[src/arr_cfg.svh]
// Notes on behaviour
// - Hold-off clear: flag latches until condition ended and its register read.
// - Hold-off set: flag follows the qualified condition, read or not.
// - Source bits 3..0 pick external, thermal, temp high, temp low alarms.
// - Selected alarms reach the alarm pin only while the pin is enabled.
// - Span code 0xx auto, 100 -10..0, 101 -5..0, 110 0..10, 111 0..5 V.
// - First span register: group B in 6..4, group A in 2..0, manual overrides auto.
// - Second span register: group D in 6..4, group C in 2..0, same decode.
// - 12-bit straight binary result; low byte 7..0, high nibble 11..8.
// - Results read-only at 0x20..0x49, zero after reset until written.
// - Temperature low byte at 0x4a holds reading bits 7..0, two's complement.
// - Reserved bits reset to zero and read back zero.
// - Source and span registers reset to 0x00.
// - Flag sets only after N consecutive out-of-range conversions.
// - Temperature high byte at 0x4b holds bits 11..8, upper nibble zero.
`ifndef ARR_CFG_SVH
`define ARR_CFG_SVH

`define ARR_IDX_W 8
`define ARR_IDX_AOS 8'h1d
`define ARR_IDX_SPAN_AB 8'h1e
`define ARR_IDX_SPAN_CD 8'h1f
`define ARR_IDX_RES_FIRST 8'h20
`define ARR_IDX_RES_LAST 8'h49
`define ARR_IDX_TEMP_LO 8'h4a
`define ARR_IDX_TEMP_HI 8'h4b
`define ARR_IDX_FLAGS 8'h74
`define ARR_IDX_PIN_EN 8'h75
`define ARR_IDX_IRQ_STAT 8'h76
`define ARR_IDX_IRQ_MASK 8'h77

`define ARR_RST_BYTE 8'h00
`define ARR_AOS_MASK 8'h1f
`define ARR_SPAN_MASK 8'h77
`define ARR_FLAGS_MASK 8'h0f
`define ARR_PIN_EN_MASK 8'h01
`define ARR_IRQ_MASK 8'h3f
`define ARR_HOLD_OFF_BIT 4
`define ARR_SPAN_HI_LSB 4
`define ARR_SPAN_MANUAL_BIT 2
`define ARR_ALARMS 4
`define ARR_GROUPS 4
`define ARR_CHANNELS 21
`define ARR_IRQ_W 6
`define ARR_IRQ_RES_BIT 4
`define ARR_IRQ_TEMP_BIT 5

`endif

[src/arr_pkg.sv]
package arr_pkg;

  // Effective output span of one group
  typedef enum logic [1:0] {
    ARR_SPAN_NEG10 = 2'b00,
    ARR_SPAN_NEG5 = 2'b01,
    ARR_SPAN_POS10 = 2'b10,
    ARR_SPAN_POS5 = 2'b11
  } arr_span_e;

  // Conversion result delivered by the converter
  typedef struct packed {
    logic valid;
    logic [4:0] chan;
    logic [11:0] data;
  } arr_result_s;

  // Temperature reading delivered by the sensor
  typedef struct packed {
    logic valid;
    logic [11:0] data;
  } arr_temp_s;

endpackage

[src/arr_regs.sv]
`include "arr_cfg.svh"

module arr_regs #(
  parameter int ALARM_CONSEC = 4,
  parameter int CHANNELS = `ARR_CHANNELS
) (
  // Clock and reset
  input wire logic pclk,
  input wire logic presetn,
  // APB slave
  input wire logic psel,
  input wire logic penable,
  input wire logic pwrite,
  input wire logic [11:0] paddr,
  input wire logic [31:0] pwdata,
  input wire logic [3:0] pstrb,
  output logic [31:0] prdata,
  output logic pready,
  output logic pslverr,
  // Converter side
  input wire logic conv_done,
  input wire logic [`ARR_ALARMS-1:0] alarm_raw,
  input wire arr_pkg::arr_result_s result_in,
  input wire arr_pkg::arr_temp_s temp_in,
  input wire logic [2*`ARR_GROUPS-1:0] auto_span,
  // Outputs to the device
  output logic alarm_output_pin,
  output logic [2*`ARR_GROUPS-1:0] group_output_span,
  output logic [`ARR_ALARMS-1:0] alarm_flags,
  output logic irq
);

  localparam int CW = $clog2(ALARM_CONSEC + 1);
  localparam logic [CW-1:0] CONSEC_N = CW'(ALARM_CONSEC);

  // Register state
  logic [7:0] aos_r;
  logic [7:0] span_ab_r;
  logic [7:0] span_cd_r;
  logic pin_en_r;
  logic [`ARR_IRQ_W-1:0] irq_stat_r;
  logic [`ARR_IRQ_W-1:0] irq_mask_r;
  logic [11:0] res_r [CHANNELS];
  logic [11:0] temp_r;
  logic [`ARR_ALARMS-1:0] flag_r;
  logic [`ARR_ALARMS-1:0] read_seen_r;
  logic [31:0] prdata_r;
  logic pready_r;
  logic pslverr_r;
  logic pin_r;
  logic [2*`ARR_GROUPS-1:0] span_out_r;
  logic irq_r;

  // Bus decode
  logic [`ARR_IDX_W-1:0] idx;
  logic setup;
  logic done;
  logic wr_done;
  logic rd_done;
  logic lane0;
  logic [7:0] wbyte;
  logic [31:0] rd_nxt;
  logic err_nxt;
  logic rd_flags;
  logic rd_irq;
  logic [`ARR_IRQ_W-1:0] irq_ev;
  logic [`ARR_ALARMS-1:0] cond_q;
  logic [`ARR_ALARMS-1:0] flag_rise;
  logic [7:0] res_off;
  logic [4:0] res_chan;

  assign idx = paddr[`ARR_IDX_W+1:2];
  assign setup = psel & ~penable;
  assign done = psel & penable & pready_r;
  assign wr_done = done & pwrite & ~pslverr_r;
  assign rd_done = done & ~pwrite & ~pslverr_r;
  assign lane0 = pstrb[0];
  assign wbyte = pwdata[7:0];
  assign res_off = idx - `ARR_IDX_RES_FIRST;
  assign res_chan = res_off[5:1];

  // Read side effects fire only at the completing edge
  assign rd_flags = rd_done & (idx == `ARR_IDX_FLAGS);
  assign rd_irq = rd_done & (idx == `ARR_IDX_IRQ_STAT);

  // Read data mux, sampled in the setup cycle
  always_comb begin
    rd_nxt = 32'h0000_0000;
    err_nxt = 1'b0;
    if (idx >= `ARR_IDX_RES_FIRST && idx <= `ARR_IDX_RES_LAST) begin
      if (res_off[0]) begin
        rd_nxt[3:0] = res_r[res_chan][11:8];
      end else begin
        rd_nxt[7:0] = res_r[res_chan][7:0];
      end
    end else begin
      unique case (idx)
        `ARR_IDX_AOS: rd_nxt[7:0] = aos_r;
        `ARR_IDX_SPAN_AB: rd_nxt[7:0] = span_ab_r;
        `ARR_IDX_SPAN_CD: rd_nxt[7:0] = span_cd_r;
        `ARR_IDX_TEMP_LO: rd_nxt[7:0] = temp_r[7:0];
        `ARR_IDX_TEMP_HI: rd_nxt[3:0] = temp_r[11:8];
        `ARR_IDX_FLAGS: rd_nxt[`ARR_ALARMS-1:0] = flag_r;
        `ARR_IDX_PIN_EN: rd_nxt[0] = pin_en_r;
        `ARR_IDX_IRQ_STAT: rd_nxt[`ARR_IRQ_W-1:0] = irq_stat_r;
        `ARR_IDX_IRQ_MASK: rd_nxt[`ARR_IRQ_W-1:0] = irq_mask_r;
        default: err_nxt = 1'b1;
      endcase
    end
  end

  // No wait state; read data registered in the setup cycle comes from a flop
  always_ff @(posedge pclk or negedge presetn) begin
    if (!presetn) begin
      pready_r <= 1'b0;
    end else begin
      pready_r <= setup;
    end
  end

  // Refusal stands only with pready
  always_ff @(posedge pclk or negedge presetn) begin
    if (!presetn) begin
      pslverr_r <= 1'b0;
    end else if (setup) begin
      pslverr_r <= err_nxt;
    end else if (done) begin
      pslverr_r <= 1'b0;
    end
  end

  // Read data zero outside the access cycle
  always_ff @(posedge pclk or negedge presetn) begin
    if (!presetn) begin
      prdata_r <= 32'h0000_0000;
    end else if (setup) begin
      prdata_r <= pwrite ? 32'h0000_0000 : rd_nxt;
    end else if (done) begin
      prdata_r <= 32'h0000_0000;
    end
  end

  // Alarm source select and hold-off bit
  always_ff @(posedge pclk or negedge presetn) begin
    if (!presetn) begin
      aos_r <= `ARR_RST_BYTE;
    end else if (wr_done && lane0 && idx == `ARR_IDX_AOS) begin
      aos_r <= wbyte & `ARR_AOS_MASK;
    end
  end

  // Span register, groups A and B
  always_ff @(posedge pclk or negedge presetn) begin
    if (!presetn) begin
      span_ab_r <= `ARR_RST_BYTE;
    end else if (wr_done && lane0 && idx == `ARR_IDX_SPAN_AB) begin
      span_ab_r <= wbyte & `ARR_SPAN_MASK;
    end
  end

  // Span register, groups C and D
  always_ff @(posedge pclk or negedge presetn) begin
    if (!presetn) begin
      span_cd_r <= `ARR_RST_BYTE;
    end else if (wr_done && lane0 && idx == `ARR_IDX_SPAN_CD) begin
      span_cd_r <= wbyte & `ARR_SPAN_MASK;
    end
  end

  // Alarm pin enable
  always_ff @(posedge pclk or negedge presetn) begin
    if (!presetn) begin
      pin_en_r <= 1'b0;
    end else if (wr_done && lane0 && idx == `ARR_IDX_PIN_EN) begin
      pin_en_r <= wbyte[0];
    end
  end

  // Interrupt mask
  always_ff @(posedge pclk or negedge presetn) begin
    if (!presetn) begin
      irq_mask_r <= '0;
    end else if (wr_done && lane0 && idx == `ARR_IDX_IRQ_MASK) begin
      irq_mask_r <= wbyte[`ARR_IRQ_W-1:0];
    end
  end

  // Result storage; the bus has no write path here
  // bus writes ignored
  always_ff @(posedge pclk or negedge presetn) begin
    if (!presetn) begin
      for (int c = 0; c < CHANNELS; c++) begin
        res_r[c] <= 12'h000;
      end
    end else if (result_in.valid && 32'(result_in.chan) < CHANNELS) begin
      res_r[result_in.chan] <= result_in.data;
    end
  end

  always_ff @(posedge pclk or negedge presetn) begin
    if (!presetn) begin
      temp_r <= 12'h000;
    end else if (temp_in.valid) begin
      temp_r <= temp_in.data;
    end
  end

  // Per-alarm qualification and flag
  for (genvar i = 0; i < `ARR_ALARMS; i++) begin : g_alarm
    logic [CW-1:0] cnt_r;

    always_ff @(posedge pclk or negedge presetn) begin
      if (!presetn) begin
        cnt_r <= '0;
      end else if (conv_done) begin
        if (!alarm_raw[i]) begin
          cnt_r <= '0;
        end else if (cnt_r != CONSEC_N) begin
          cnt_r <= cnt_r + 1'b1;
        end
      end
    end

    assign cond_q[i] = (cnt_r == CONSEC_N);
    assign flag_rise[i] = cond_q[i] & ~flag_r[i];

    always_ff @(posedge pclk or negedge presetn) begin
      if (!presetn) begin
        flag_r[i] <= 1'b0;
      end else if (aos_r[`ARR_HOLD_OFF_BIT]) begin
        flag_r[i] <= cond_q[i];
      end else if (cond_q[i]) begin
        flag_r[i] <= 1'b1;
      end else if (read_seen_r[i] || rd_flags) begin
        flag_r[i] <= 1'b0;
      end
    end

    // Read while still active is remembered, not acted on
    always_ff @(posedge pclk or negedge presetn) begin
      if (!presetn) begin
        read_seen_r[i] <= 1'b0;
      end else if (!flag_r[i]) begin
        read_seen_r[i] <= 1'b0;
      end else if (rd_flags) begin
        read_seen_r[i] <= 1'b1;
      end
    end
  end

  // Interrupt events: new alarm, new result, new temperature
  always_comb begin
    irq_ev = '0;
    irq_ev[`ARR_ALARMS-1:0] = flag_rise;
    irq_ev[`ARR_IRQ_RES_BIT] = result_in.valid;
    irq_ev[`ARR_IRQ_TEMP_BIT] = temp_in.valid;
  end

  // Set wins over the read clear
  always_ff @(posedge pclk or negedge presetn) begin
    if (!presetn) begin
      irq_stat_r <= '0;
    end else begin
      irq_stat_r <= (rd_irq ? '0 : irq_stat_r) | irq_ev;
    end
  end

  always_ff @(posedge pclk or negedge presetn) begin
    if (!presetn) begin
      irq_r <= 1'b0;
    end else begin
      irq_r <= |(irq_stat_r & irq_mask_r);
    end
  end

  // Alarm pin
  always_ff @(posedge pclk or negedge presetn) begin
    if (!presetn) begin
      pin_r <= 1'b0;
    end else begin
      // bit order ext, thermal, high, low
      pin_r <= pin_en_r & |(flag_r & aos_r[`ARR_ALARMS-1:0]);
    end
  end

  // Effective span per group
  for (genvar g = 0; g < `ARR_GROUPS; g++) begin : g_span
    logic [2:0] code;
    if (g < 2) begin : g_ab
      assign code = span_ab_r[(g*`ARR_SPAN_HI_LSB)+:3];
    end else begin : g_cd
      assign code = span_cd_r[((g-2)*`ARR_SPAN_HI_LSB)+:3];
    end

    always_ff @(posedge pclk or negedge presetn) begin
      if (!presetn) begin
        span_out_r[2*g+:2] <= arr_pkg::ARR_SPAN_NEG10;
      end else begin
        unique case (code)
          3'b100: span_out_r[2*g+:2] <= arr_pkg::ARR_SPAN_NEG10;
          3'b101: span_out_r[2*g+:2] <= arr_pkg::ARR_SPAN_NEG5;
          3'b110: span_out_r[2*g+:2] <= arr_pkg::ARR_SPAN_POS10;
          3'b111: span_out_r[2*g+:2] <= arr_pkg::ARR_SPAN_POS5;
          3'b000, 3'b001, 3'b010, 3'b011: span_out_r[2*g+:2] <= auto_span[2*g+:2];
        endcase
      end
    end
  end

  assign prdata = prdata_r;
  assign pready = pready_r;
  assign pslverr = pslverr_r;
  assign alarm_output_pin = pin_r;
  assign group_output_span = span_out_r;
  assign alarm_flags = flag_r;
  assign irq = irq_r;

endmodule

[config.mk]
export PLATFORM = sky130hd
export DESIGN_NAME = arr_regs
export DESIGN_NICKNAME = d
export VERILOG_FILES = /design/src/arr_pkg.sv /design/src/arr_regs.sv
export VERILOG_INCLUDE_DIRS = /design/src /design/src/src
export SDC_FILE = /design/constraint.sdc
export NUM_CORES = 1
export LEC_CHECK = 0
export ABC_AREA = 1
export BUFFER_PORTS_ARGS = -buffer_cell sky130_fd_sc_hd__buf_2
export CAP_MARGIN = 5
export CORE_MARGIN = 2
export CORE_UTILIZATION = 54
export DETAILED_ROUTE_END_ITERATION = 7
export PLACE_DENSITY = 0.78
export SYNTH_ARGS = -nofsm -noshare
export SYNTH_HDL_FRONTEND = slang
export SYNTH_SLANG_ARGS = --single-unit
[constraint.sdc]
create_clock -name pclk -period 1.5 [get_ports pclk]
set_clock_uncertainty 0.15 [all_clocks]
set_input_delay 0.15 -clock pclk [delete_from_list [all_inputs] [get_ports pclk]]
set_output_delay 0.15 -clock pclk [all_outputs]
set_load 0.1 [all_outputs]
==> impl_metrics.prom <==
# TYPE chip_impl_metric gauge
chip_impl_metric{name="static-leakage-power",unit="nW"} 9.85
chip_impl_metric{name="cts_hold_buf",unit=""} 59
chip_impl_metric{name="grt_antenna_before_repair",unit=""} 0
chip_impl_metric{name="largest_net_degree_at_the_start_of_global_routing",unit=""} 70
chip_impl_info{name="final_cell_mix",value="nand2_1, dfrtp_1, o21ai_0"} 1
chip_impl_info{name="clockRootBuffer",value="clkbuf_16"} 1
chip_impl_metric{name="final_area",unit="um^2"} 20100
chip_impl_metric{name="start_util",unit=""} 0.553
chip_impl_metric{name="placed_cell_area",unit="um^2"} 17900
chip_impl_metric{name="grtUsageTotal",unit=""} 0.305
chip_impl_info{name="yosys-top-cells-area",value="dfrtp_1, nand2_1, o21ai_0"} 1
chip_impl_metric{name="row_count",unit=""} 62
chip_impl_metric{name="clk_pin_slew",unit="ps"} 60
chip_impl_metric{name="die_height",unit="um"} 176
chip_impl_metric{name="worst-endpoint-required",unit="ps"} 1740
chip_impl_metric{name="synth_area_per_cell",unit="um^2"} 7.99
chip_impl_metric{name="core_region_area",unit="um^2"} 28900
chip_impl_info{name="worstPathCellList",value="nand3_4, nor3_4, buf_12, nand3_4, buf_6, nand2_1, o21ai_1"} 1
chip_impl_metric{name="worst_skew_pair.late_latency",unit="ps"} 520
chip_impl_metric{name="timing.critical_path.arrival",unit="ps"} 1850
chip_impl_metric{name="ir_drop",unit="uV"} 694
chip_impl_metric{name="synth.distinct_cells",unit=""} 37
chip_impl_metric{name="place.detailed.hpwl",unit="um"} 30300
chip_impl_info{name="cell_with_the_biggest_individual_delay_on_the_critical_path",value="dfrtp_4"} 1
chip_impl_info{name="worst_setup_path_end_kind",value="flop"} 1
chip_impl_metric{name="antenna-diode-count",unit=""} 0
chip_impl_metric{name="slew_viol_final",unit=""} 0
chip_impl_metric{name="holdWs",unit="ps"} -53.7
chip_impl_metric{name="fraction_of_the_cycle_the_final_worst_path_needs",unit=""} 1.07
chip_impl_metric{name="totalNegativeSetupSlack",unit="ps"} -1480
chip_impl_metric{name="dp_slack",unit="ps"} -338
chip_impl_metric{name="floorplan.io_pins",unit=""} 145
chip_impl_info{name="layout.cells.most_common",value="nand2_1"} 1
chip_impl_metric{name="post_drt_via_cell_ratio",unit=""} 5.59
chip_impl_metric{name="grt_pass1_wl",unit="um"} 74600
chip_impl_info{name="run_status",value="complete, but fails checks"} 1
chip_impl_info{name="most_used_flip_flop_cell_after_synthesis",value="dfrtp_1"} 1
chip_impl_metric{name="htree_num_levels",unit=""} 2
chip_impl_info{name="crit_top_cell",value="nand3_4"} 1
chip_impl_info{name="failed_checks",value="negative hold slack, negative setup slack"} 1
chip_impl_metric{name="final_critical_path_required_period",unit="ps"} 1600
chip_impl_metric{name="mappedNetlistArea",unit="um^2"} 16000
chip_impl_metric{name="final_critical_path_setup_slack",unit="ps"} -102
chip_impl_metric{name="pwr_density_cell",unit="nW/um^2"} 1220
chip_impl_metric{name="synth_enable_flop_cells",unit=""} 0
chip_impl_metric{name="tritoncts.num_buffers",unit=""} 37
chip_impl_metric{name="fin_total_pwr",unit="W"} 0.0245
chip_impl_metric{name="globalRoute.totalOverflow",unit=""} 0
chip_impl_metric{name="yosysTopAreaCellShare",unit=""} 0.523
chip_impl_info{name="crit_path_start_kind",value="flop"} 1
chip_impl_info{name="timing.hold.worst.class",value="in -> async"} 1
chip_impl_metric{name="place.port_buffers",unit=""} 88
chip_impl_metric{name="first_global_vias",unit=""} 14399
chip_impl_metric{name="max-clock-path-buffers",unit=""} 3
chip_impl_info{name="synth_top_cell_by_area",value="dfrtp_1"} 1
chip_impl_metric{name="gp_congestion",unit=""} 0.938
chip_impl_metric{name="tritoncts_sink_count",unit=""} 334
chip_impl_info{name="critical_path.top_delay_family",value="simple AND/OR/NAND/NOR gates"} 1
chip_impl_metric{name="die_width",unit="um"} 176
chip_impl_metric{name="vias",unit=""} 14812
chip_impl_metric{name="average_wire_per_cell_in_the_routed_design",unit="um"} 18.1
chip_impl_info{name="cts_tree",value="yes"} 1
chip_impl_metric{name="drt_pass1_iterations",unit=""} 6
chip_impl_metric{name="synth_sequential_area_ratio",unit=""} 0.523
chip_impl_metric{name="drcViolationCount",unit=""} 0
chip_impl_metric{name="setup_violations",unit=""} 28
chip_impl_metric{name="area.growth.synth_to_final",unit="%"} 25.8
chip_impl_metric{name="n_fill_cell",unit=""} 2108
chip_impl_metric{name="worst_path_largest_cell_delay",unit="ps"} 420
chip_impl_metric{name="synth.yosys.warnings",unit=""} 0
chip_impl_metric{name="hold_viol_final",unit=""} 15
chip_impl_metric{name="critical_path_peak_fanout",unit=""} 6
chip_impl_metric{name="max_capacitance_violation_count",unit=""} 0
chip_impl_metric{name="die_area",unit="um^2"} 31000
chip_impl_metric{name="max_clk_rate",unit="MHz"} 624
chip_impl_info{name="timing.setup.critical_path_class",value="reg -> reg"} 1
chip_impl_info{name="setup_repair_after_global_routing_missed_its_margin",value="true"} 1
chip_impl_metric{name="drt_iter0_drc",unit=""} 1611
chip_impl_metric{name="ant_nets",unit=""} 0
chip_impl_metric{name="synthArstFlopShare",unit=""} 1.00
chip_impl_metric{name="drive_above_1_share",unit=""} 0.184
chip_impl_metric{name="postSynthCellCount",unit=""} 2002
chip_impl_metric{name="worstPathBufferInverterCount",unit=""} 2
chip_impl_metric{name="wl",unit="um"} 47800
chip_impl_metric{name="synth_seq_cells",unit=""} 334
chip_impl_metric{name="layout.nets",unit=""} 2343
==> per-stage QoR <==
stage / instances / util
after floorplan: 2025 / -
after global placement: 2514 / 0.618
after detailed placement: 2514 / 0.618
after CTS: 2639 / 0.684
after global routing: 2648 / 0.695
final: 2648 / 0.695
==> logic make-up (layout without fill, tap and decap cells) <==
kind of cell               count (synthesis)  in the layout  synth area share
muxes                                      8              8           0.00563
and+or+nand+nor                         1003           1003             0.263
adders and majority gates                  8              8           0.00626
AOI/OAI and AO/OA                        344            344             0.113
DFF                                      334            334             0.523
other                                      1             24          0.000235
buffers and inverters                    300            539            0.0873
xor gates and xnor gates                   4              4           0.00219
==> area by class of cell <==
class / instances / area [um^2] / share of cell area
well taps: 384 / 480 / 0.0239
multi-input cells: 1391 / 6580 / 0.327
clock buffers: 52 / 1080 / 0.0539
inverters: 164 / 619 / 0.0308
flip-flops and latches: 334 / 8370 / 0.416
clock inverters: 13 / 73.8 / 0.00367
repair buffers: 310 / 2900 / 0.144
==> synth_stat cells (all sizes together), types with 24 or more instances <==
master,number
clkbuf,63
nand4,24
nand3,183
buf,73
a21oi,55
nand2,664
o21ai,263
dfrtp,334
nor2,121
inv,163
==> layer usage <==
layer | vias up | track usage | share of wire
li1 | 6852 | - | -
met1 | 7078 | 0.398 | 0.40
met2 | 755 | 0.515 | 0.48
met3 | 127 | 0.0538 | 0.084
met4 | 0 | 0.109 | 0.033
met5 | - | 0 | 0
==> power by group <==
part	internal [W]	switching, W
Sequential	0.0104	0.000837
Clock	0.00505	0.00366
Combinational	0.00168	0.00281
Total	0.0171	0.00731
==> what timing repair did <==
item                       4_1_cts  5_1_grt
pin swaps                        5       28
hold endpoints to repair       466       15
setup endpoints to repair       62       64
resized for setup               47      102
setup buffers                    3        5
cloned                           0        4
==> flip-flops by register name (all words and copies together) (netlist names) <==
signal             count
alarm_flags            4
alarm_output_pin       1
aos_r                  5
g_alarm.cnt_r         12
group_output_span      8
irq                    1
irq_mask_r             6
irq_stat_r             6
pin_en_r               1
prdata                 8
pready                 1
pslverr                1
read_seen_r            4
res_r                252
span_ab_r              6
span_cd_r              6
temp_r                12
==> path summary, 6_finish.rpt <==
| check | from | endpoint | slack [ps] | cells after the start |
|---|---|---|---|---|
| min reg2reg | res_r[226] | res_r[226] | 330 | 2 |
| min in group pclk | paddr[2] | prdata[7] | 90 | 7 |
| max in group asynchronous | presetn | alarm_flags[3] | 480 | 3 |
| min | presetn | res_r[180] | -50 | 2 |
| max reg2reg | pready | span_cd_r[0] | -100 | 7 |
| max | pready | span_cd_r[0] | -100 | 7 |
(Power assumes the default switching activity.)
